--- config.mk ---
export PLATFORM = sky130hd
export DESIGN_NAME = cfdfc_core
export DESIGN_NICKNAME = d
export VERILOG_FILES = /design/src/rtl/cfdfc_dlc_decode.v /design/src/rtl/cfdfc_core.v
export VERILOG_INCLUDE_DIRS = /design/src /design/src/rtl
export SDC_FILE = /design/constraint.sdc
export NUM_CORES = 1
export LEC_CHECK = 0
export BUFFER_PORTS_ARGS = -buffer_cell sky130_fd_sc_hd__clkbuf_2
export CAP_MARGIN = 15
export CORE_AREA = 5 5 129 193
export DETAILED_ROUTE_END_ITERATION = 12
export DIE_AREA = 0 0 134 198
export HOLD_SLACK_MARGIN = 0.02
export PLACE_DENSITY = 0.72
export SYNTH_ARGS = -nofsm -noshare
export SYNTH_HDL_FRONTEND = slang
export SYNTH_SLANG_ARGS = --single-unit
--- constraint.sdc ---
create_clock -name clk -period 6 [get_ports clk]
set_clock_uncertainty 0.15 [all_clocks]
set_input_delay 1.2 -clock clk [delete_from_list [all_inputs] [get_ports clk]]
set_output_delay 1.2 -clock clk [all_outputs]
set_load 0.02 [all_outputs]
--- src/rtl/cfdfc_defines.vh ---
// Summary of operation
// [RULE1] Bit after identifier recessive means FD frame
// [RULE2] FD: res dominant, BRS recessive switches rate
// [RULE3] FDF and res recessive set exception flag
// [RULE4] Exception, handling enabled: receiver goes integrating
// [RULE5] Exception, handling disabled: form error, error frame
// [RULE6] Classic always allowed; buffer flag picks format
// [RULE7] FD disabled: received FD frame gets error
// [RULE8] FD disabled: buffer flags ignored, classic sent
// [RULE9] FD on, switching off: FD without switching
// [RULE10] FD and switching on: both flags switch rate
// [RULE11] FD enables writable only in init with change
// [RULE12] DLC 9..15 map to 12..64 bytes
// [RULE13] Data timing after BRS until delimiter/error
// [RULE14] ESI recessive when error passive at start
// [RULE15] Compare at secondary point, act next sample
// [RULE16] Compensation only in data phase when enabled
// [RULE17] Secondary point is delay plus offset
// [RULE18] Compensation value saturates at 127 quanta
// [RULE19] Software keeps offset plus delay under 6 bits
// [RULE20] Value clears on init, updates each FD send; code measures only while delay_comp_enable is set
// [RULE21] Measure from sent FDF/res edge to rx edge
// [RULE22] Filter window ignores early dominant rx edges
// [RULE23] One quantum equals one core clock period
`ifndef CFDFC_DEFINES_VH
`define CFDFC_DEFINES_VH

`define CFDFC_RECESSIVE    1'h1
`define CFDFC_DOMINANT     1'h0
`define CFDFC_ACT_INTEG    2'h0
`define CFDFC_ACT_RX       2'h2
`define CFDFC_TDC_MAX      7'h7F
`define CFDFC_TDC_RST      7'h00
`define CFDFC_HIST_LEN     128
`define CFDFC_ST_IDLE      2'h1
`define CFDFC_ST_MEAS      2'h2
`define CFDFC_DLC_CLASSIC  4'h8
`define CFDFC_BYTES_12     7'h0C
`define CFDFC_BYTES_16     7'h10
`define CFDFC_BYTES_20     7'h14
`define CFDFC_BYTES_24     7'h18
`define CFDFC_BYTES_32     7'h20
`define CFDFC_BYTES_48     7'h30
`define CFDFC_BYTES_64     7'h40

`endif

--- src/rtl/cfdfc_dlc_decode.v ---
`include "cfdfc_defines.vh"
`default_nettype none
module cfdfc_dlc_decode (
    input  wire       fd_frame,
    input  wire [3:0] dlc,
    output reg  [6:0] num_bytes
);
    always @* begin
        if (dlc <= `CFDFC_DLC_CLASSIC) begin
            num_bytes = {3'h0, dlc};
        end else if (!fd_frame) begin
            num_bytes = {3'h0, `CFDFC_DLC_CLASSIC};
        end else begin
            case (dlc) // RULE12
                4'h9:    num_bytes = `CFDFC_BYTES_12;
                4'hA:    num_bytes = `CFDFC_BYTES_16;
                4'hB:    num_bytes = `CFDFC_BYTES_20;
                4'hC:    num_bytes = `CFDFC_BYTES_24;
                4'hD:    num_bytes = `CFDFC_BYTES_32;
                4'hE:    num_bytes = `CFDFC_BYTES_48;
                default: num_bytes = `CFDFC_BYTES_64;
            endcase
        end
    end
endmodule // cfdfc_dlc_decode
`default_nettype wire

--- src/rtl/cfdfc_core.v ---
`include "cfdfc_defines.vh"
`default_nettype none
module cfdfc_core (
    input  wire       clk,
    input  wire       rst_n,
    // Configuration
    input  wire       init_request,
    input  wire       config_change_enable,
    input  wire       cfg_write,
    input  wire       fd_operation_enable_wr,
    input  wire       bit_rate_switch_enable_wr,
    input  wire       protocol_exception_disable,
    input  wire       delay_comp_enable,
    input  wire [6:0] delay_comp_offset,
    input  wire [6:0] delay_comp_filter_window,
    input  wire       exception_flag_clear,
    // Bit stream events
    input  wire       sample_point,
    input  wire       rx_bit,
    input  wire       at_fdf_bit,
    input  wire       at_res_bit,
    input  wire       at_brs_bit,
    input  wire       at_crc_delim,
    input  wire       error_detected,
    input  wire [1:0] activity_in,
    input  wire [3:0] rx_dlc,
    // Transmit side
    input  wire       tx_start,
    input  wire       tx_active,
    input  wire       buf_fdf,
    input  wire       buf_brs,
    input  wire [3:0] tx_dlc,
    input  wire       error_passive,
    input  wire       tx_fdf_res_edge,
    input  wire       data_bit_start,
    // Pins
    input  wire       can_tx,
    input  wire       can_rx,
    // Outputs
    output reg        fd_operation_enable_q,
    output reg        bit_rate_switch_enable_q,
    output reg        rx_fd_frame_q,
    output reg        rx_brs_q,
    output reg        form_error_q,
    output reg        protocol_exception_flag_q,
    output reg  [1:0] protocol_activity_state_q,
    output reg        tx_fd_frame_q,
    output reg        tx_brs_q,
    output reg        tx_esi_q,
    output reg        data_timing_sel_q,
    output reg  [6:0] rx_data_bytes_q,
    output reg  [6:0] tx_data_bytes_q,
    output reg  [6:0] delay_comp_value_q,
    output wire       delay_comp_active,
    output wire       secondary_sample_point,
    output reg        ssp_bit_error_q
);

    ////////////////////////////////////////////////////////////////////////
    // Measurement states
    localparam [1:0] ST_IDLE = `CFDFC_ST_IDLE;
    localparam [1:0] ST_MEAS = `CFDFC_ST_MEAS;

    ////////////////////////////////////////////////////////////////////////
    // Declarations
    reg                        fd_operation_enable_d;
    reg                        bit_rate_switch_enable_d;
    reg                        rx_fd_frame_d;
    reg                        rx_res_dom_q;
    reg                        rx_res_dom_d;
    reg                        rx_brs_d;
    reg                        form_error_d;
    reg                        protocol_exception_flag_d;
    reg                        exc_pend_q;
    reg                        exc_pend_d;
    reg  [1:0]                 protocol_activity_state_d;
    reg                        tx_fd_frame_d;
    reg                        tx_brs_d;
    reg                        tx_esi_d;
    reg                        data_timing_sel_d;
    reg  [6:0]                 delay_comp_value_d;
    reg  [1:0]                 state_q;
    reg  [1:0]                 state_d;
    reg  [6:0]                 meas_q;
    reg  [6:0]                 meas_d;
    reg  [`CFDFC_HIST_LEN-1:0] tx_hist_q;
    reg  [`CFDFC_HIST_LEN-1:0] start_hist_q;
    reg                        ssp_pend_q;
    reg                        ssp_pend_d;
    reg                        ssp_bit_error_d;
    wire [7:0]                 pos_sum;
    wire [6:0]                 ssp_pos;
    wire                       meas_stop;
    wire                       tx_delayed;
    wire                       cfg_open;
    wire                       fdf_seen;
    wire [6:0]                 rx_bytes_w;
    wire [6:0]                 tx_bytes_w;
    wire                       meas_start;
    wire                       tdc_zero;
    wire [6:0]                 hist_idx;

    assign cfg_open = init_request & config_change_enable;
    assign fdf_seen = (rx_bit == `CFDFC_RECESSIVE);

    ////////////////////////////////////////////////////////////////////////
    // Data length decoders
    cfdfc_dlc_decode u_rx_dlc (
        .fd_frame  (rx_fd_frame_q),
        .dlc       (rx_dlc),
        .num_bytes (rx_bytes_w)
    );

    cfdfc_dlc_decode u_tx_dlc (
        .fd_frame  (tx_fd_frame_q),
        .dlc       (tx_dlc),
        .num_bytes (tx_bytes_w)
    );

    ////////////////////////////////////////////////////////////////////////
    // Protected configuration
    always @* begin
        fd_operation_enable_d    = fd_operation_enable_q;
        bit_rate_switch_enable_d = bit_rate_switch_enable_q;
        if (cfg_write && cfg_open) begin // RULE11
            fd_operation_enable_d    = fd_operation_enable_wr;
            bit_rate_switch_enable_d = bit_rate_switch_enable_wr;
        end
    end

    ////////////////////////////////////////////////////////////////////////
    // Receive format decode and protocol exception
    always @* begin
        rx_fd_frame_d             = rx_fd_frame_q;
        rx_res_dom_d              = rx_res_dom_q;
        rx_brs_d                  = rx_brs_q;
        form_error_d              = 1'h0;
        exc_pend_d                = exc_pend_q;
        protocol_exception_flag_d = protocol_exception_flag_q;
        protocol_activity_state_d = activity_in;
        if (exception_flag_clear) begin
            protocol_exception_flag_d = 1'h0;
        end
        if (at_fdf_bit) begin
            // Classic decode when FD is off, FD frame then errors
            rx_fd_frame_d = fdf_seen & fd_operation_enable_q; // RULE1
            rx_res_dom_d  = 1'h0;
            rx_brs_d      = 1'h0;
            if (fdf_seen && !fd_operation_enable_q) begin
                form_error_d = 1'h1; // RULE7
            end
        end
        if (at_res_bit && rx_fd_frame_q) begin
            rx_res_dom_d = (rx_bit == `CFDFC_DOMINANT);
            if (rx_bit == `CFDFC_RECESSIVE) begin
                protocol_exception_flag_d = 1'h1; // RULE3
                if (protocol_exception_disable) begin
                    form_error_d = 1'h1; // RULE5
                end else begin
                    exc_pend_d = 1'h1;
                end
            end
        end
        if (at_brs_bit && rx_fd_frame_q) begin
            rx_brs_d = rx_res_dom_q & (rx_bit == `CFDFC_RECESSIVE); // RULE2
        end
        // Pending exception waits for the following sample point
        if (exc_pend_q && sample_point && !at_res_bit) begin
            exc_pend_d = 1'h0;
            if (activity_in == `CFDFC_ACT_RX) begin
                protocol_activity_state_d = `CFDFC_ACT_INTEG; // RULE4
            end
        end
        if (init_request) begin
            exc_pend_d = 1'h0;
        end
    end

    ////////////////////////////////////////////////////////////////////////
    // Transmit format selection, latched at frame start
    always @* begin
        tx_fd_frame_d = tx_fd_frame_q;
        tx_brs_d      = tx_brs_q;
        tx_esi_d      = tx_esi_q;
        if (tx_start) begin
            tx_fd_frame_d = fd_operation_enable_q & buf_fdf; // RULE6 RULE8 RULE9
            tx_brs_d      = fd_operation_enable_q & bit_rate_switch_enable_q
                            & buf_fdf & buf_brs; // RULE10
            tx_esi_d      = error_passive ? `CFDFC_RECESSIVE : `CFDFC_DOMINANT; // RULE14
        end
    end

    ////////////////////////////////////////////////////////////////////////
    // Bit timing selection
    always @* begin
        data_timing_sel_d = data_timing_sel_q;
        if (at_brs_bit) begin
            if (tx_active) begin
                data_timing_sel_d = tx_brs_q; // RULE13
            end else begin
                data_timing_sel_d = rx_fd_frame_q & rx_res_dom_q
                                    & (rx_bit == `CFDFC_RECESSIVE); // RULE13
            end
        end
        if (at_crc_delim || error_detected || init_request) begin
            data_timing_sel_d = 1'h0; // RULE13
        end
    end

    ////////////////////////////////////////////////////////////////////////
    // Loop delay measurement, one quantum per core clock
    assign pos_sum = {1'h0, meas_q} + {1'h0, delay_comp_offset}; // RULE17 RULE23
    assign ssp_pos = pos_sum[7] ? `CFDFC_TDC_MAX : pos_sum[6:0]; // RULE18
    // Early dominant glitches are ignored below the window
    assign meas_stop = ((can_rx == `CFDFC_DOMINANT) && (ssp_pos >= delay_comp_filter_window))
                       || (meas_q == `CFDFC_TDC_MAX); // RULE22
    assign meas_start = tx_fdf_res_edge & tx_active & tx_fd_frame_q & delay_comp_enable; // RULE20 RULE21

    always @* begin
        state_d            = state_q;
        meas_d             = meas_q;
        delay_comp_value_d = delay_comp_value_q;
        case (state_q)
            ST_IDLE: begin
                if (meas_start) begin
                    state_d = ST_MEAS; // RULE21
                    meas_d  = 7'h00;
                end
            end
            ST_MEAS: begin
                if (meas_stop) begin
                    state_d            = ST_IDLE;
                    delay_comp_value_d = ssp_pos; // RULE20
                end else begin
                    meas_d = meas_q + 7'h01; // RULE21
                end
                if (error_detected || !tx_active) begin
                    state_d = ST_IDLE;
                end
            end
            default: begin
                state_d = ST_IDLE;
            end
        endcase
        if (init_request) begin
            state_d            = ST_IDLE;
            delay_comp_value_d = `CFDFC_TDC_RST; // RULE20
        end
    end

    ////////////////////////////////////////////////////////////////////////
    // Secondary sample point and delayed transmit compare
    assign delay_comp_active = delay_comp_enable & data_timing_sel_q & tx_active; // RULE16

    // Zero delay taps the live signals
    assign tdc_zero   = (delay_comp_value_q == `CFDFC_TDC_RST);
    assign hist_idx   = delay_comp_value_q - 7'h01;
    assign tx_delayed = tdc_zero ? can_tx : tx_hist_q[hist_idx];
    assign secondary_sample_point = delay_comp_active
                        & (tdc_zero ? data_bit_start : start_hist_q[hist_idx]); // RULE17

    always @* begin
        ssp_pend_d      = ssp_pend_q;
        ssp_bit_error_d = 1'h0;
        if (sample_point) begin
            ssp_bit_error_d = ssp_pend_q; // RULE15
            ssp_pend_d      = 1'h0;
        end
        // A new mismatch in the same cycle is kept for the next point
        if (secondary_sample_point && (can_rx != tx_delayed)) begin
            ssp_pend_d = 1'h1; // RULE15
        end
        if (!delay_comp_active) begin
            ssp_pend_d = 1'h0;
        end
    end

    ////////////////////////////////////////////////////////////////////////
    // Registers
    always @(posedge clk or negedge rst_n) begin
        if (!rst_n) begin
            fd_operation_enable_q     <= 1'h0;
            bit_rate_switch_enable_q  <= 1'h0;
            rx_fd_frame_q             <= 1'h0;
            rx_res_dom_q              <= 1'h0;
            rx_brs_q                  <= 1'h0;
            form_error_q              <= 1'h0;
            protocol_exception_flag_q <= 1'h0;
            exc_pend_q                <= 1'h0;
            protocol_activity_state_q <= `CFDFC_ACT_INTEG;
            tx_fd_frame_q             <= 1'h0;
            tx_brs_q                  <= 1'h0;
            tx_esi_q                  <= `CFDFC_DOMINANT;
            data_timing_sel_q         <= 1'h0;
            rx_data_bytes_q           <= 7'h00;
            tx_data_bytes_q           <= 7'h00;
            delay_comp_value_q        <= `CFDFC_TDC_RST;
            state_q                   <= ST_IDLE;
            meas_q                    <= 7'h00;
            tx_hist_q                 <= {`CFDFC_HIST_LEN{1'h1}};
            start_hist_q              <= {`CFDFC_HIST_LEN{1'h0}};
            ssp_pend_q                <= 1'h0;
            ssp_bit_error_q           <= 1'h0;
        end else begin
            fd_operation_enable_q     <= fd_operation_enable_d;
            bit_rate_switch_enable_q  <= bit_rate_switch_enable_d;
            rx_fd_frame_q             <= rx_fd_frame_d;
            rx_res_dom_q              <= rx_res_dom_d;
            rx_brs_q                  <= rx_brs_d;
            form_error_q              <= form_error_d;
            protocol_exception_flag_q <= protocol_exception_flag_d;
            exc_pend_q                <= exc_pend_d;
            protocol_activity_state_q <= protocol_activity_state_d;
            tx_fd_frame_q             <= tx_fd_frame_d;
            tx_brs_q                  <= tx_brs_d;
            tx_esi_q                  <= tx_esi_d;
            data_timing_sel_q         <= data_timing_sel_d;
            rx_data_bytes_q           <= rx_bytes_w;
            tx_data_bytes_q           <= tx_bytes_w;
            delay_comp_value_q        <= delay_comp_value_d;
            state_q                   <= state_d;
            meas_q                    <= meas_d;
            tx_hist_q                 <= {tx_hist_q[`CFDFC_HIST_LEN-2:0], can_tx};
            start_hist_q              <= {start_hist_q[`CFDFC_HIST_LEN-2:0], data_bit_start};
            ssp_pend_q                <= ssp_pend_d;
            ssp_bit_error_q           <= ssp_bit_error_d;
        end
    end

endmodule // cfdfc_core
`default_nettype wire

Word-level counts from Yosys, hierarchy flattened
Cells that the tools add are included.
{"block": "word_totals", "reg_bits": 302, "input_bits": 50, "out_inout_bits": 36}
{"block": "op_classes", "n_addsub": 3, "order_cmp": 4, "n_eq_ne": 23, "mux": 50, "bitwise_logic": 17, "reduce_logical": 28}
{"op": "$pmux 7 s6", "count": 2}
{"op": "$mux 7", "count": 10}
{"op": "$eq 4x4->1 const B", "count": 12}
{"op": "$mux 1", "count": 28}
{"op": "$and 1x1->1", "count": 15}
{"op": "$bmux 1 s7", "count": 2}
{"op": "$pmux 7 s2", "count": 1}
{"op": "$mux 2", "count": 6}
{"op": "$reduce_bool 2->1", "count": 6}
{"op": "$add 7x7->8", "count": 1}
{"op": "$le 4x4->1 const B", "count": 2}
{"op": "$logic_and 1x1->1", "count": 8}
{"op": "$lt 7x8->1 const B", "count": 1}
{"op": "$add 7x1->7 const B", "count": 1}
{"op": "$eq 7x7->1 const B", "count": 1}
{"op": "$ge 7x7->1", "count": 1}
{"op": "$logic_not 7->1", "count": 1}
{"op": "$sub 7x1->7 const B", "count": 1}
{"op": "$ne 3x2->1 const B", "count": 2}
{"op": "$reduce_and 3->1", "count": 2}
{"op": "$reduce_bool 3->1", "count": 2}
{"op": "$eq 2x2->1 const B", "count": 2}
{"op": "$logic_or 1x1->1", "count": 4}
{"op": "$ne 2x2->1 const B", "count": 2}
{"op": "other kinds (8)", "count": 12}

Logic depth before layout (Yosys ltp)
Gate-level depths: netlist of the first run.
{"block": "logic_depth", "word_depth": 9, "ltp_mapped": 20, "depth_no_buf": 18}

Hierarchy
From an unflattened synthesis of the first run, not the netlist that was laid out.
{"block": "unflattened", "hier_cells": 710, "area_unflattened_um2": 11308.3}
{"mod": "cfdfc_core", "instances": 1, "cells_per_inst": 676, "area_per_inst_um2": 11125.7, "seq_area_each_um2": 7718.7}
{"mod": "cfdfc_dlc_decode", "instances": 2, "cells_per_inst": 17, "area_per_inst_um2": 91.3, "seq_area_each_um2": 0.0}

Least setup slack after synthesis of the first run
Ideal clock, no wire load.
{"block": "synth_timing", "path_type": "input to register", "startpoint": "input delay_comp_offset[1]", "endpoint": "register meas_q[4]", "setup_time_ps": 78, "arrival_time_ps": 4745, "required_ps": 5772, "slack_ps": 1028, "path_stages": 20, "path_cell_list": "ha_1 a21o_1 a21oi_1 o21bai_1 a21oi_1 o21bai_1 a21oi_1 clkbuf_1 nor2b_1 ha_1 nand2b_1 a21o_1 a21o_1 a21o_1 a21oi_1 o21ai_1 and2_1 clkbuf_1 or4_1 a21oi_1"}
{"block": "synth_between", "elab_chain_cells": 7}
{"element": "start: declaration", "line": "cfdfc_core.v:14", "text": "input wire [6:0] delay_comp_offset,"}
{"element": "$add 7x7->8", "line": "cfdfc_core.v:212", "text": "assign pos_sum = {1'h0, meas_q} + {1'h0, delay_comp_offset};"}
{"element": "$mux 7", "line": "cfdfc_core.v:213", "text": "assign ssp_pos = pos_sum[7] ? `CFDFC_TDC_MAX : pos_sum[6:0];"}
{"element": "$ge 7x7->1", "line": "cfdfc_core.v:215", "text": "assign meas_stop = ((can_rx == `CFDFC_DOMINANT) && (ssp_pos >= delay_comp_filter_window))"}
{"element": "$logic_and 1x1->1", "line": "cfdfc_core.v:215"}
{"element": "$logic_or 1x1->1", "line": "cfdfc_core.v:215"}
{"element": "$ne 2x2->1 (no source line)"}
{"element": "$reduce_and 3->1 (no source line)"}
{"element": "end signal: assignment", "line": "cfdfc_core.v:322", "text": "meas_q <= meas_d;"}
{"element": "end: declaration", "line": "cfdfc_core.v:84", "text": "reg [6:0] meas_q;"}
No other way between the ends.
A chain may end at the register's enable or synchronous reset.

Final worst setup path of the first run
{"block": "layout_timing", "startpoint": "register delay_comp_value_q[0]", "endpoint": "output secondary_sample_point"}
{"block": "layout_between", "elab_chain_cells": 5}
{"element": "start: declaration", "line": "cfdfc_core.v:53", "text": "output reg [6:0] delay_comp_value_q,"}
{"element": "start signal: assignment", "line": "cfdfc_core.v:297", "text": "delay_comp_value_q <= `CFDFC_TDC_RST;"}
{"element": "start signal: assignment", "line": "cfdfc_core.v:320", "text": "delay_comp_value_q <= delay_comp_value_d;"}
{"element": "$sub 7x1->7", "line": "cfdfc_core.v:257", "text": "assign hist_idx = delay_comp_value_q - 7'h01;"}
{"element": "$bmux 1 s7", "line": "cfdfc_core.v:260", "text": "& (tdc_zero ? data_bit_start : start_hist_q[hist_idx]);"}
{"element": "$mux 1 (implied by the code)", "line": "cfdfc_core.v:260"}
{"element": "$mux 1 *", "line": "cfdfc_core.v:260"}
{"element": "$and 1x1->1 *", "line": "cfdfc_core.v:260"}
{"element": "end: declaration", "line": "cfdfc_core.v:55", "text": "output wire secondary_sample_point,"}
Every way passes the cells marked *; elsewhere a longest branch is shown, timed or not. The select of a mux whose other input is x is not followed.

==> key figures, run 1 <==
Outcome
  – Run status: completed

Timing
  – Crit path time final: 5.07 ns
  – Final hold violation count: 0
  – FMAX: 197 MHz
  – Max Slew Vio Count: 0
  – Worst hold margin: 0.207 ns
  – RSZ-0062 raised after global routing: false
  – Worst slew pin tran: 0.877 ns
  – Worst rel slew slack: 41.1%
  – Setup tns final: 0 ns
  – Setup violators final: 0
  – Worst Slack Setup Final: 0.932 ns
  – Tcrit/Tclk final: 84.5%

Place
  – DP Cell Count: 1051
  – Routability Congestion: 0.856
  – Buffers on Ports: 85
  – Dpl ws: 0.815 ns
  – Dpl hpwl: 14900 um
  – Placed inst area: 12000 um2

Global routing
  – Vias in the first global route: 6938
  – Gr usage total: 17.8%
  – Initial antenna violation count: 0
  – Pin count of the biggest net entering global routing: 119
  – First-pass GRT wire length: 37700 um
  – Gr ovfl total: 0

CTS
  – CTS tree: yes
  – CTS Sinks: 302
  – CTS H-tree depth: 1
  – Total setup buffers inserted after CTS: 0
  – Clk pin slew, worst setup/hold paths: 0.06 ns
  – TritonCTS Buffers: 27
  – Hold_buf cts: 0
  – Post-CTS sizing: 0
  – CTS max path bufs: 3
  – Clock root cell: clkbuf_16
  – Clk_lat worst skew: 0.53 ns

Final layout
  – Antenna diodes: 0
  – Final Core Density: 56.5%
  – Post-route cell area: 12900 um2
  – Area added between synthesis and finish: 14.3%
  – Layout fillers: 1742
  – Nets: 868
  – Post-Layout Cell Count: 1099
  – Layout cell share with drive strength beyond 1: 41.6%

Power
  – Total power draw: 4.19 mW
  – Part of the power in registers: 51.6%
  – Pleak: 5.69 nW
  – Switch Pwr: 956 uW
  – VDD IR max: 0.000231 V
  – Internal Power: 3.23 mW
  – Switching part of the total: 22.8%
  – Clk network pwr share: 41.4%
  – Pwr Density: 324 nW/um2
  – Combinational group share of total power: 7.1%

Logic synthesis
  – Netlist cell types: 57
  – Post-Syn Nets: 771
  – Synth async-reset ratio: 100%
  – Synth top area share: 38.3%
  – Yosys top cell by area: dfrtp_1
  – Synth area leaders: dfrtp_1, dfstp_2, mux4_2
  – Post-synthesis sequential area ratio: 68.2%
  – Synth warn: 0
  – #FFs+latches synth: 302
  – Main synth FF type: dfrtp_1
  – Most common cell in the netlist: dfrtp_1
  – Commonest cells in the netlist: dfrtp_1, dfstp_2, nand2_1, mux4_2, nand3_1
  – Post-synth EDFFs: 0
  – Cell count after synthesis: 703
  – Mapped Avg Cell Area: 16.1 um2
  – Synth Cell Area: 11300 um2

Floorplan
  – Die Wd: 134 um
  – Die area: 26500 um2
  – Core Area: 22900 um2
  – Io pins: 86
  – Die height: 198 um
  – Row count: 68
  – Initial Utilization: 49.4%

Job
  – Max-cap violations: 0

Routing
  – First-pass detailed-route iteration total: 4
  – Wire per inst: 20.6 um
  – Vias: 6119
  – Sum of routed wire length over all layers: 22600 um
  – Vias per Instance: 5.57
  – DRT iter0 DRCs: 347
  – Antenna viol nets, final: 0
  – Final routed DRC violation total: 0

Setup path
  – Critical Path End Type: output pin
  – Crit-path max cell delay: 0.51 ns
  – Crit-path cells: inv_1 -> ha_1 -> mux2_2 -> a211o_2 -> a32oi_1 -> a32oi_1 -> o211ai_1 -> o211a_1 -> clkbuf_2
  – Arr. time, crit path: 3.72 ns
  – Critical-path top delay cell: dfrtp_4
  – CP Max Fanout: 8
  – Worst setup SP type: register
  – Most common cell on crit path: a32oi_1
  – CP Class: reg -> out
  – Required @ worst endpoint: 4.65 ns

Min path
  – Hold Crit Class: reg -> reg
==> power by group through the flow <==
stage / Sequential (mW) / Combinational (mW) / Clock [mW]
final: 2.16 / 0.296 / 1.73
after global routing: 2.17 / 0.340 / 1.86
after floorplan: 2.19 / 0.169 / 0
after global placement: 2.19 / 0.292 / 0
after detailed placement: 2.19 / 0.299 / 0
after CTS: 2.16 / 0.301 / 1.78
==> placed cells by master, fill, tap and decap left out, drive strengths merged, types with 4 or more instances in the layout <==
master  count
nor3        7
nand3b      5
and3        4
o21ai      11
mux2i      14
mux2        5
a311oi      9
nand4       7
ha         17
xor2        4
nor2b       7
dfstp     129
clkinv      6
inv        25
mux4       64
nand2b      4
dfrtp     173
buf        13
xnor2      11
a21o        5
nand3      26
a21oi      10
nand2      69
a32oi       7
nor2       23
clkbuf    120
==> logic make-up (layout without fill, tap and decap cells) <==
group	count (synthesis)	in the layout	synth area share, %
xor gates and xnor gates	15	15	1.33
adders and majority gates	18	18	2.06
DFF	302	302	68.2
and+or+nand+nor	164	164	6.82
AOI/OAI and AO/OA	68	68	4.46
muxes	83	83	14.7
buffers and inverters	53	169	2.37
==> worst max-delay path, delay by kind of cell, from the launching register on <==
family	cells	cell delay (ns)
AO/OA/AOI/OAI	5	1.38
flip-flops	1	0.51
buffers and inverters	2	0.44
multiplexers	1	0.39
adder cells (fa/ha/maj)	1	0.50
==> cell type report <==
type | count | area [um2] | area share (%)
Sequential cell | 302 | 7720 | 59.7
Multi-Input combinational cell | 348 | 3340 | 25.8
Clock buffer | 36 | 781 | 6.04
Timing Repair Buffer | 97 | 526 | 4.06
Tap cell | 280 | 350 | 2.71
Clock inverter | 12 | 125 | 0.968
Inverter | 24 | 90.1 | 0.697
==> path summary, 6_finish.rpt <==
| check | startpoint | endpoint | slack (ns) | cells past startpoint |
|---|---|---|---|---|
| worst max-delay path | delay_comp_value_q[0] | secondary_sample_point | 0.93 | 9 |
| worst min-delay path | tx_hist_q[90] | tx_hist_q[91] | 0.21 | 0 |
| worst max register to register | meas_q[1] | meas_q[4] | 1.62 | 19 |
| worst min register to register | tx_hist_q[90] | tx_hist_q[91] | 0.21 | 0 |
| max in group asynchronous | rst_n | tx_hist_q[57] | 3.88 | 2 |
| min in group asynchronous | rst_n | start_hist_q[106] | 0.57 | 1 |
==> flip-flops by register name, indices dropped and copies added (netlist names), 2 cells and up <==
signal and cells:
start_hist_q 128, meas_q 7, state_q 2, tx_data_bytes_q 7
delay_comp_value_q 7, tx_hist_q 128, protocol_activity_state_q 2, rx_data_bytes_q 7
==> metal layers <==
metal	routed length, um	share of wire, %	global-route usage (%)	vias to the layer above
li1	-	-	-	2733
met1	9170	41	23.4	3182
met2	11600	51	30.8	172
met3	1400	6.2	3.71	32
met4	418	1.9	4.42	0
met5	0	0	0	-
No activity file was read; power rests on OpenSTA's default activity.
==> inputs of run 2 (changes only) <==
==> constraint.sdc (replaced) <==
create_clock -name clk -period 5.1 [get_ports clk]
set_clock_uncertainty 0.15 [all_clocks]
set_input_delay 1.02 -clock clk [delete_from_list [all_inputs] [get_ports clk]]
set_output_delay 1.02 -clock clk [all_outputs]
set_load 0.02 [all_outputs]
==> key figures, run 2 (synthesis gave the netlist of run 1 again) <==
CTS
  – CTS H-tree depth: 1 (unchanged)
  – Clk_lat worst skew: 0.55 ns (+0.02 ns)
  – Clock root cell: clkbuf_16
  – CTS Sinks: 302 (unchanged)
  – Total setup buffers inserted after CTS: 0 (unchanged)
  – CTS max path bufs: 3 (unchanged)
  – CTS tree: yes
  – Hold_buf cts: 0 (unchanged)
  – TritonCTS Buffers: 27 (unchanged)
  – Clk pin slew, worst setup/hold paths: 0.07 ns (about the same)
  – Post-CTS sizing: 0 (unchanged)

Floorplan
  – Die area: 26500 um2 (unchanged)
  – Io pins: 86 (unchanged)
  – Core Area: 22900 um2 (unchanged)
  – Die Wd: 134 um (unchanged)
  – Initial Utilization: 49.4% (unchanged)
  – Row count: 68 (unchanged)
  – Die height: 198 um (unchanged)

Min path
  – Hold Crit Class: reg -> reg
  – Hold Startpoint: tx_hist_q[30]

Setup path
  – Worst reg2reg path startpoint: meas_q[1]
  – CP Max Fanout: 16 (+8)
  – CP Class: reg -> out
  – Arr. time, crit path: 3.73 ns (about the same)
  – Worst setup SP type: register
  – Required @ worst endpoint: 3.93 ns (-0.72 ns)
  – Critical Path Source: delay_comp_value_q[0]
  – Critical Path End Type: output pin

Final layout
  – Layout cell share with drive strength beyond 1: 41.7% (+0.091 points)
  – Sequential cell area: 7720 um2 (unchanged)
  – Antenna diodes: 0 (unchanged)
  – Layout fillers: 1743 (+0.057%)
  – Largest registers: start_hist_q (128), tx_hist_q (128)
  – Most frequent cells in the layout: dfrtp_1, dfstp_2, clkbuf_2
  – Leading cell type in the layout, fill and taps excluded: dfrtp_1
  – Nets: 869 (+0.12%)
  – Area added between synthesis and finish: 14.4% (about the same)
  – Multi-input gate area: 3340 um2 (unchanged)

Routing
  – Vias: 6137 (+0.29%)
  – First-pass detailed-route iteration total: 4 (unchanged)
  – DRT iter0 DRCs: 332 (-4.3%)
  – Sum of routed wire length over all layers: 22100 um (-2.4%)
  – Vias per Instance: 5.57 (about the same)
  – Antenna viol nets, final: 0 (unchanged)
  – Final routed DRC violation total: 0 (unchanged)
  – Wire per inst: 20.0 um (-2.6%)

Timing
  – RSZ-0062 raised after global routing: false
  – Setup violators final: 0 (unchanged)
  – Worst slew pin tran: 0.917 ns (+0.0401 ns)
  – Worst rel slew slack: 38.9% (-2.2 points)
  – Tcrit/Tclk final: 96.0%
  – Max Slew Vio Count: 0 (unchanged)
  – Crit path time final: 4.90 ns
  – FMAX: 204 MHz
  – Setup tns final: 0 ns (unchanged)
  – Final hold violation count: 0 (unchanged)

Global routing
  – Pin count of the biggest net entering global routing: 132 (+11%)
  – Vias in the first global route: 6994 (+0.81%)
  – Gr usage total: 17.5% (-0.31 points)
  – Gr ovfl total: 0 (unchanged)
  – First-pass GRT wire length: 37200 um (-1.2%)
  – Initial antenna violation count: 0 (unchanged)

Outcome
  – Run status: completed

Power
  – VDD IR max: 0.000278 V (+20%)
  – Pwr Density: 380 nW/um2 (+17%)
  – Total power draw: 4.91 mW (+17%)
  – Pleak: 5.69 nW (about the same)

Job
  – Max-cap violations: 0 (unchanged)

Place
  – Dpl hpwl: 14700 um (-1.3%)
  – Buffers on Ports: 85 (unchanged)
  – Routability Congestion: 0.910 (+6.4%)
[run 2: layout make-up]
cell class | instances | area share [%]
Multi-Input combinational cell | 348 | 25.8
Clock inverter | 14 | 0.996
Sequential cell | 302 | 59.7
Clock buffer | 36 | 5.94
Timing Repair Buffer | 98 | 4.21
Inverter | 24 | 0.696
Tap cell | 280 | 2.71
[run 2: through the flow]
stage / cell area (um2) / hold WS [ns] / setup WS (ns) / util, % / std cells
after floorplan: 11300 / 0.199 / 0.308 / - / 703
after global placement: 12000 / 0.202 / 0.353 / 52.6 / 1052
after detailed placement: 12000 / 0.204 / 0.280 / 52.6 / 1052
after CTS: 12900 / 0.198 / 0.184 / 56.6 / 1102
after global routing: 12900 / 0.211 / 0.0306 / 56.6 / 1102
final: 12900 / 0.199 / 0.205 / 56.6 / 1102
[run 2: path summary, 6_finish.rpt]
path,endpoint,cells after the start,slack (ns)
setup / recovery,secondary_sample_point,10,0.20
hold / removal,tx_hist_q[31],0,0.20
setup reg to reg,meas_q[4],18,0.92
hold reg to reg,tx_hist_q[31],0,0.20
max in group asynchronous,tx_hist_q[59],2,3.29
min in group asynchronous,start_hist_q[102],1,0.42
[run 2: routing by layer]
layer / wire length (um) / track usage [%] / vias to the layer above / share of wire [%]
met5: 0 / 0 / - / 0
met4: 493 / 4.84 / 0 / 2.2
met3: 1170 / 3.28 / 38 / 5.3
met2: 11400 / 30.8 / 176 / 52
met1: 9000 / 22.5 / 3187 / 41
li1: - / - / 2736 / -
[run 2: critical path, cell delays in order (launching register included)]
cell and delay [ns]:
dfrtp_4 0.47, inv_1 0.25, ha_1 0.49, xor2_4 0.60, buf_4 0.28, mux2i_1 0.22, a32oi_1 0.07, a32oi_1 0.26
o211ai_1 0.18, o211a_1 0.19, clkbuf_2 0.17
[run 2: report_power, final]
group	internal, mW	switching, mW	total (mW)
registers	2.48	0.0586	2.54
clock network	1.13	0.891	2.02
logic	0.143	0.212	0.354
total	3.75	1.16	4.91
==> inputs of run 3 (changes only) <==
--- a/config.mk
+++ b/config.mk
@@ -8,11 +8,11 @@
 export LEC_CHECK = 0
 export BUFFER_PORTS_ARGS = -buffer_cell sky130_fd_sc_hd__clkbuf_2
 export CAP_MARGIN = 15
-export CORE_AREA = 5 5 129 193
+export CORE_AREA = 5 5 160 239
 export DETAILED_ROUTE_END_ITERATION = 12
-export DIE_AREA = 0 0 134 198
+export DIE_AREA = 0 0 165 244
 export HOLD_SLACK_MARGIN = 0.02
-export PLACE_DENSITY = 0.72
+export PLACE_DENSITY = 0.54
 export SYNTH_ARGS = -nofsm -noshare
 export SYNTH_HDL_FRONTEND = slang
 export SYNTH_SLANG_ARGS = --single-unit
==> constraint.sdc (replaced) <==
create_clock -name clk -period 4.2 [get_ports clk]
set_clock_uncertainty 0.15 [all_clocks]
set_input_delay 0.84 -clock clk [delete_from_list [all_inputs] [get_ports clk]]
set_output_delay 0.84 -clock clk [all_outputs]
set_load 0.02 [all_outputs]
==> key figures, run 3 (synthesis gave the netlist of run 1 again) <==
CTS
  – CTS H-tree depth: 1 (unchanged)
  – Clock root cell: clkbuf_16
  – Clk pin slew, worst setup/hold paths: 0.07 ns (about the same)
  – CTS max path bufs: 3 (unchanged)
  – Hold_buf cts: 0 (unchanged)
  – CTS tree: yes
  – CTS Sinks: 302 (unchanged)
  – Clk_lat worst skew: 0.55 ns (about the same)
  – TritonCTS Buffers: 27 (unchanged)

Floorplan
  – Initial Utilization: 31.7% (-18 points)
  – Die height: 244 um (+23%)
  – Row count: 85 (+25%)
  – Core Area: 35700 um2 (+56%)
  – Die Wd: 165 um (+23%)
  – Die area: 40300 um2 (+52%)
  – Io pins: 86 (unchanged)

Min path
  – Hold Crit Class: in -> async

Final layout
  – Most frequent cells in the layout: dfrtp_1, dfstp_2, clkbuf_2
  – Area added between synthesis and finish: 23.2%
  – Post-route cell area: 13900 um2 (+7.7%)
  – Largest registers: start_hist_q (128), tx_hist_q (128)
  – Leading cell type in the layout, fill and taps excluded: dfrtp_1
  – Layout cell share with drive strength beyond 1: 46.7% (+5.0 points)
  – Nets: 906 (+4.3%)
  – Antenna diodes: 0 (unchanged)
  – Final Core Density: 39.0% (-18 points)
  – Layout fillers: 3368 (+93%)

Outcome
  – Run status: completed

Setup path
  – CP Class: reg -> out
  – Required @ worst endpoint: 3.21 ns (-0.72 ns)
  – CP Max Fanout: 11 (-5)
  – Critical Path End Type: output pin
  – Arr. time, crit path: 3.11 ns (-0.62 ns)
  – Worst setup SP type: register

Routing
  – Vias per Instance: 4.71 (-15%)
  – Wire per inst: 18.7 um (-6.6%)
  – Final routed DRC violation total: 0 (unchanged)
  – First-pass detailed-route iteration total: 4 (unchanged)
  – DRT iter0 DRCs: 387 (+17%)
  – Antenna viol nets, final: 0 (unchanged)
  – Vias: 6298 (+2.6%)
  – Sum of routed wire length over all layers: 25000 um (+13%)

Timing
  – Final hold violation count: 0 (unchanged)
  – Tcrit/Tclk final: 97.5%
  – Max Slew Vio Count: 0 (unchanged)
  – Setup violators final: 0 (unchanged)
  – Worst slew pin tran: 0.894 ns (-0.0233 ns)
  – RSZ-0062 raised after global routing: true
  – Crit path time final: 4.10 ns
  – FMAX: 244 MHz
  – Worst hold margin: 0.168 ns (-0.0317 ns)
  – Worst rel slew slack: 40.4% (+1.6 points)

Place
  – Buffers on Ports: 85 (unchanged)
  – Placed inst area: 12500 um2 (+3.6%)
  – Routability Congestion: 0.827 (-9.1%)
  – Dpl hpwl: 15500 um (+5.8%)

Global routing
  – First-pass GRT wire length: 39900 um (+7.3%)
  – Pin count of the biggest net entering global routing: 111 (-16%)
  – Vias in the first global route: 7119 (+1.8%)
  – Gr usage total: 12.5% (-5.1 points)
  – Gr ovfl total: 0 (unchanged)
  – Initial antenna violation count: 0 (unchanged)

Power
  – Pleak: 6.01 nW (+5.6%)
  – VDD IR max: 0.000269 V (-3.4%)
  – Total power draw: 6.28 mW (+28%)
  – Pwr Density: 451 nW/um2 (+19%)

Job
  – Max-cap violations: 0 (unchanged)
## run 3: cell types whose count changed in the layout (fill, tap and decap cells not counted), sizes merged
cell	change
clkbuf	-2
bufinv	+5
bufbuf	+1
clkinvlp	-2
buf	+34
## run 3: final cells by class
type	count	area [um2]	area share, %
flip-flops and latches	302	7720	55.4
multi-input cells	348	3490	25.1
repair buffers	135	1050	7.51
clock buffers	32	734	5.27
well taps	478	598	4.29
clock inverters	17	246	1.77
inverters	24	93.8	0.673
## run 3: report_power, final
| part | total [mW] | switching, mW | internal, mW |
|---|---|---|---|
| registers | 3.08 | 0.0669 | 3.02 |
| logic | 0.483 | 0.270 | 0.213 |
| clock network | 2.71 | 1.09 | 1.62 |
| total | 6.28 | 1.43 | 4.85 |
## run 3: timing repair
item / 4_1_cts / 5_1_grt
hold endpoints to repair: 0 / 0
setup endpoints to repair: 1 / 1
pin swaps: 2 / 8
buffers inserted: 8 / 9
gates cloned: 2 / 4
resized for setup: 11 / 17
## run 3: stage by stage
step / worst slack, ns / setup TNS (ns) / cells
3_3_place_gp: -0.0874 / -0.202 / 1264
5_1_grt: -0.00984 / -0.00984 / 1336
4_1_cts: 0.0125 / 0 / 1323
6_report: 0.105 / 0 / 1336
3_5_place_dp: -0.126 / -0.291 / 1264
2_1_floorplan: -0.0160 / -0.0160 / 703
## run 3: final timing paths
kind / start / endpoint / slack, ns / cells after the start
worst max-delay path: delay_comp_value_q[0] / secondary_sample_point / 0.10 / 10
worst min-delay path: rst_n / meas_q[3] / 0.17 / 1
worst max register to register: meas_q[1] / meas_q[4] / 0.35 / 18
worst min register to register: tx_hist_q[36] / tx_hist_q[37] / 0.21 / 0
max in group asynchronous: rst_n / start_hist_q[69] / 2.72 / 3
min in group clk: tx_hist_q[36] / tx_hist_q[37] / 0.21 / 0
## run 3: worst max-delay path, cell delays in order, from the launching register on
cell and delay, ns:
dfrtp_4 0.46, clkinvlp_4 0.17, ha_4 0.38, buf_12 0.17
mux4_2 0.34, mux2i_4 0.19, a32oi_1 0.10, a32oi_2 0.27
o211ai_1 0.15, o211a_1 0.18, buf_6 0.14
## run 3: layer usage
metal / up-vias / global-route usage (%) / routed length, um
li1: 2810 / - / -
met1: 3290 / 15.5 / 10100
met5: - / 0 / 0
met3: 49 / 2.73 / 1250
met4: 0 / 4.63 / 819
met2: 149 / 21.3 / 12800
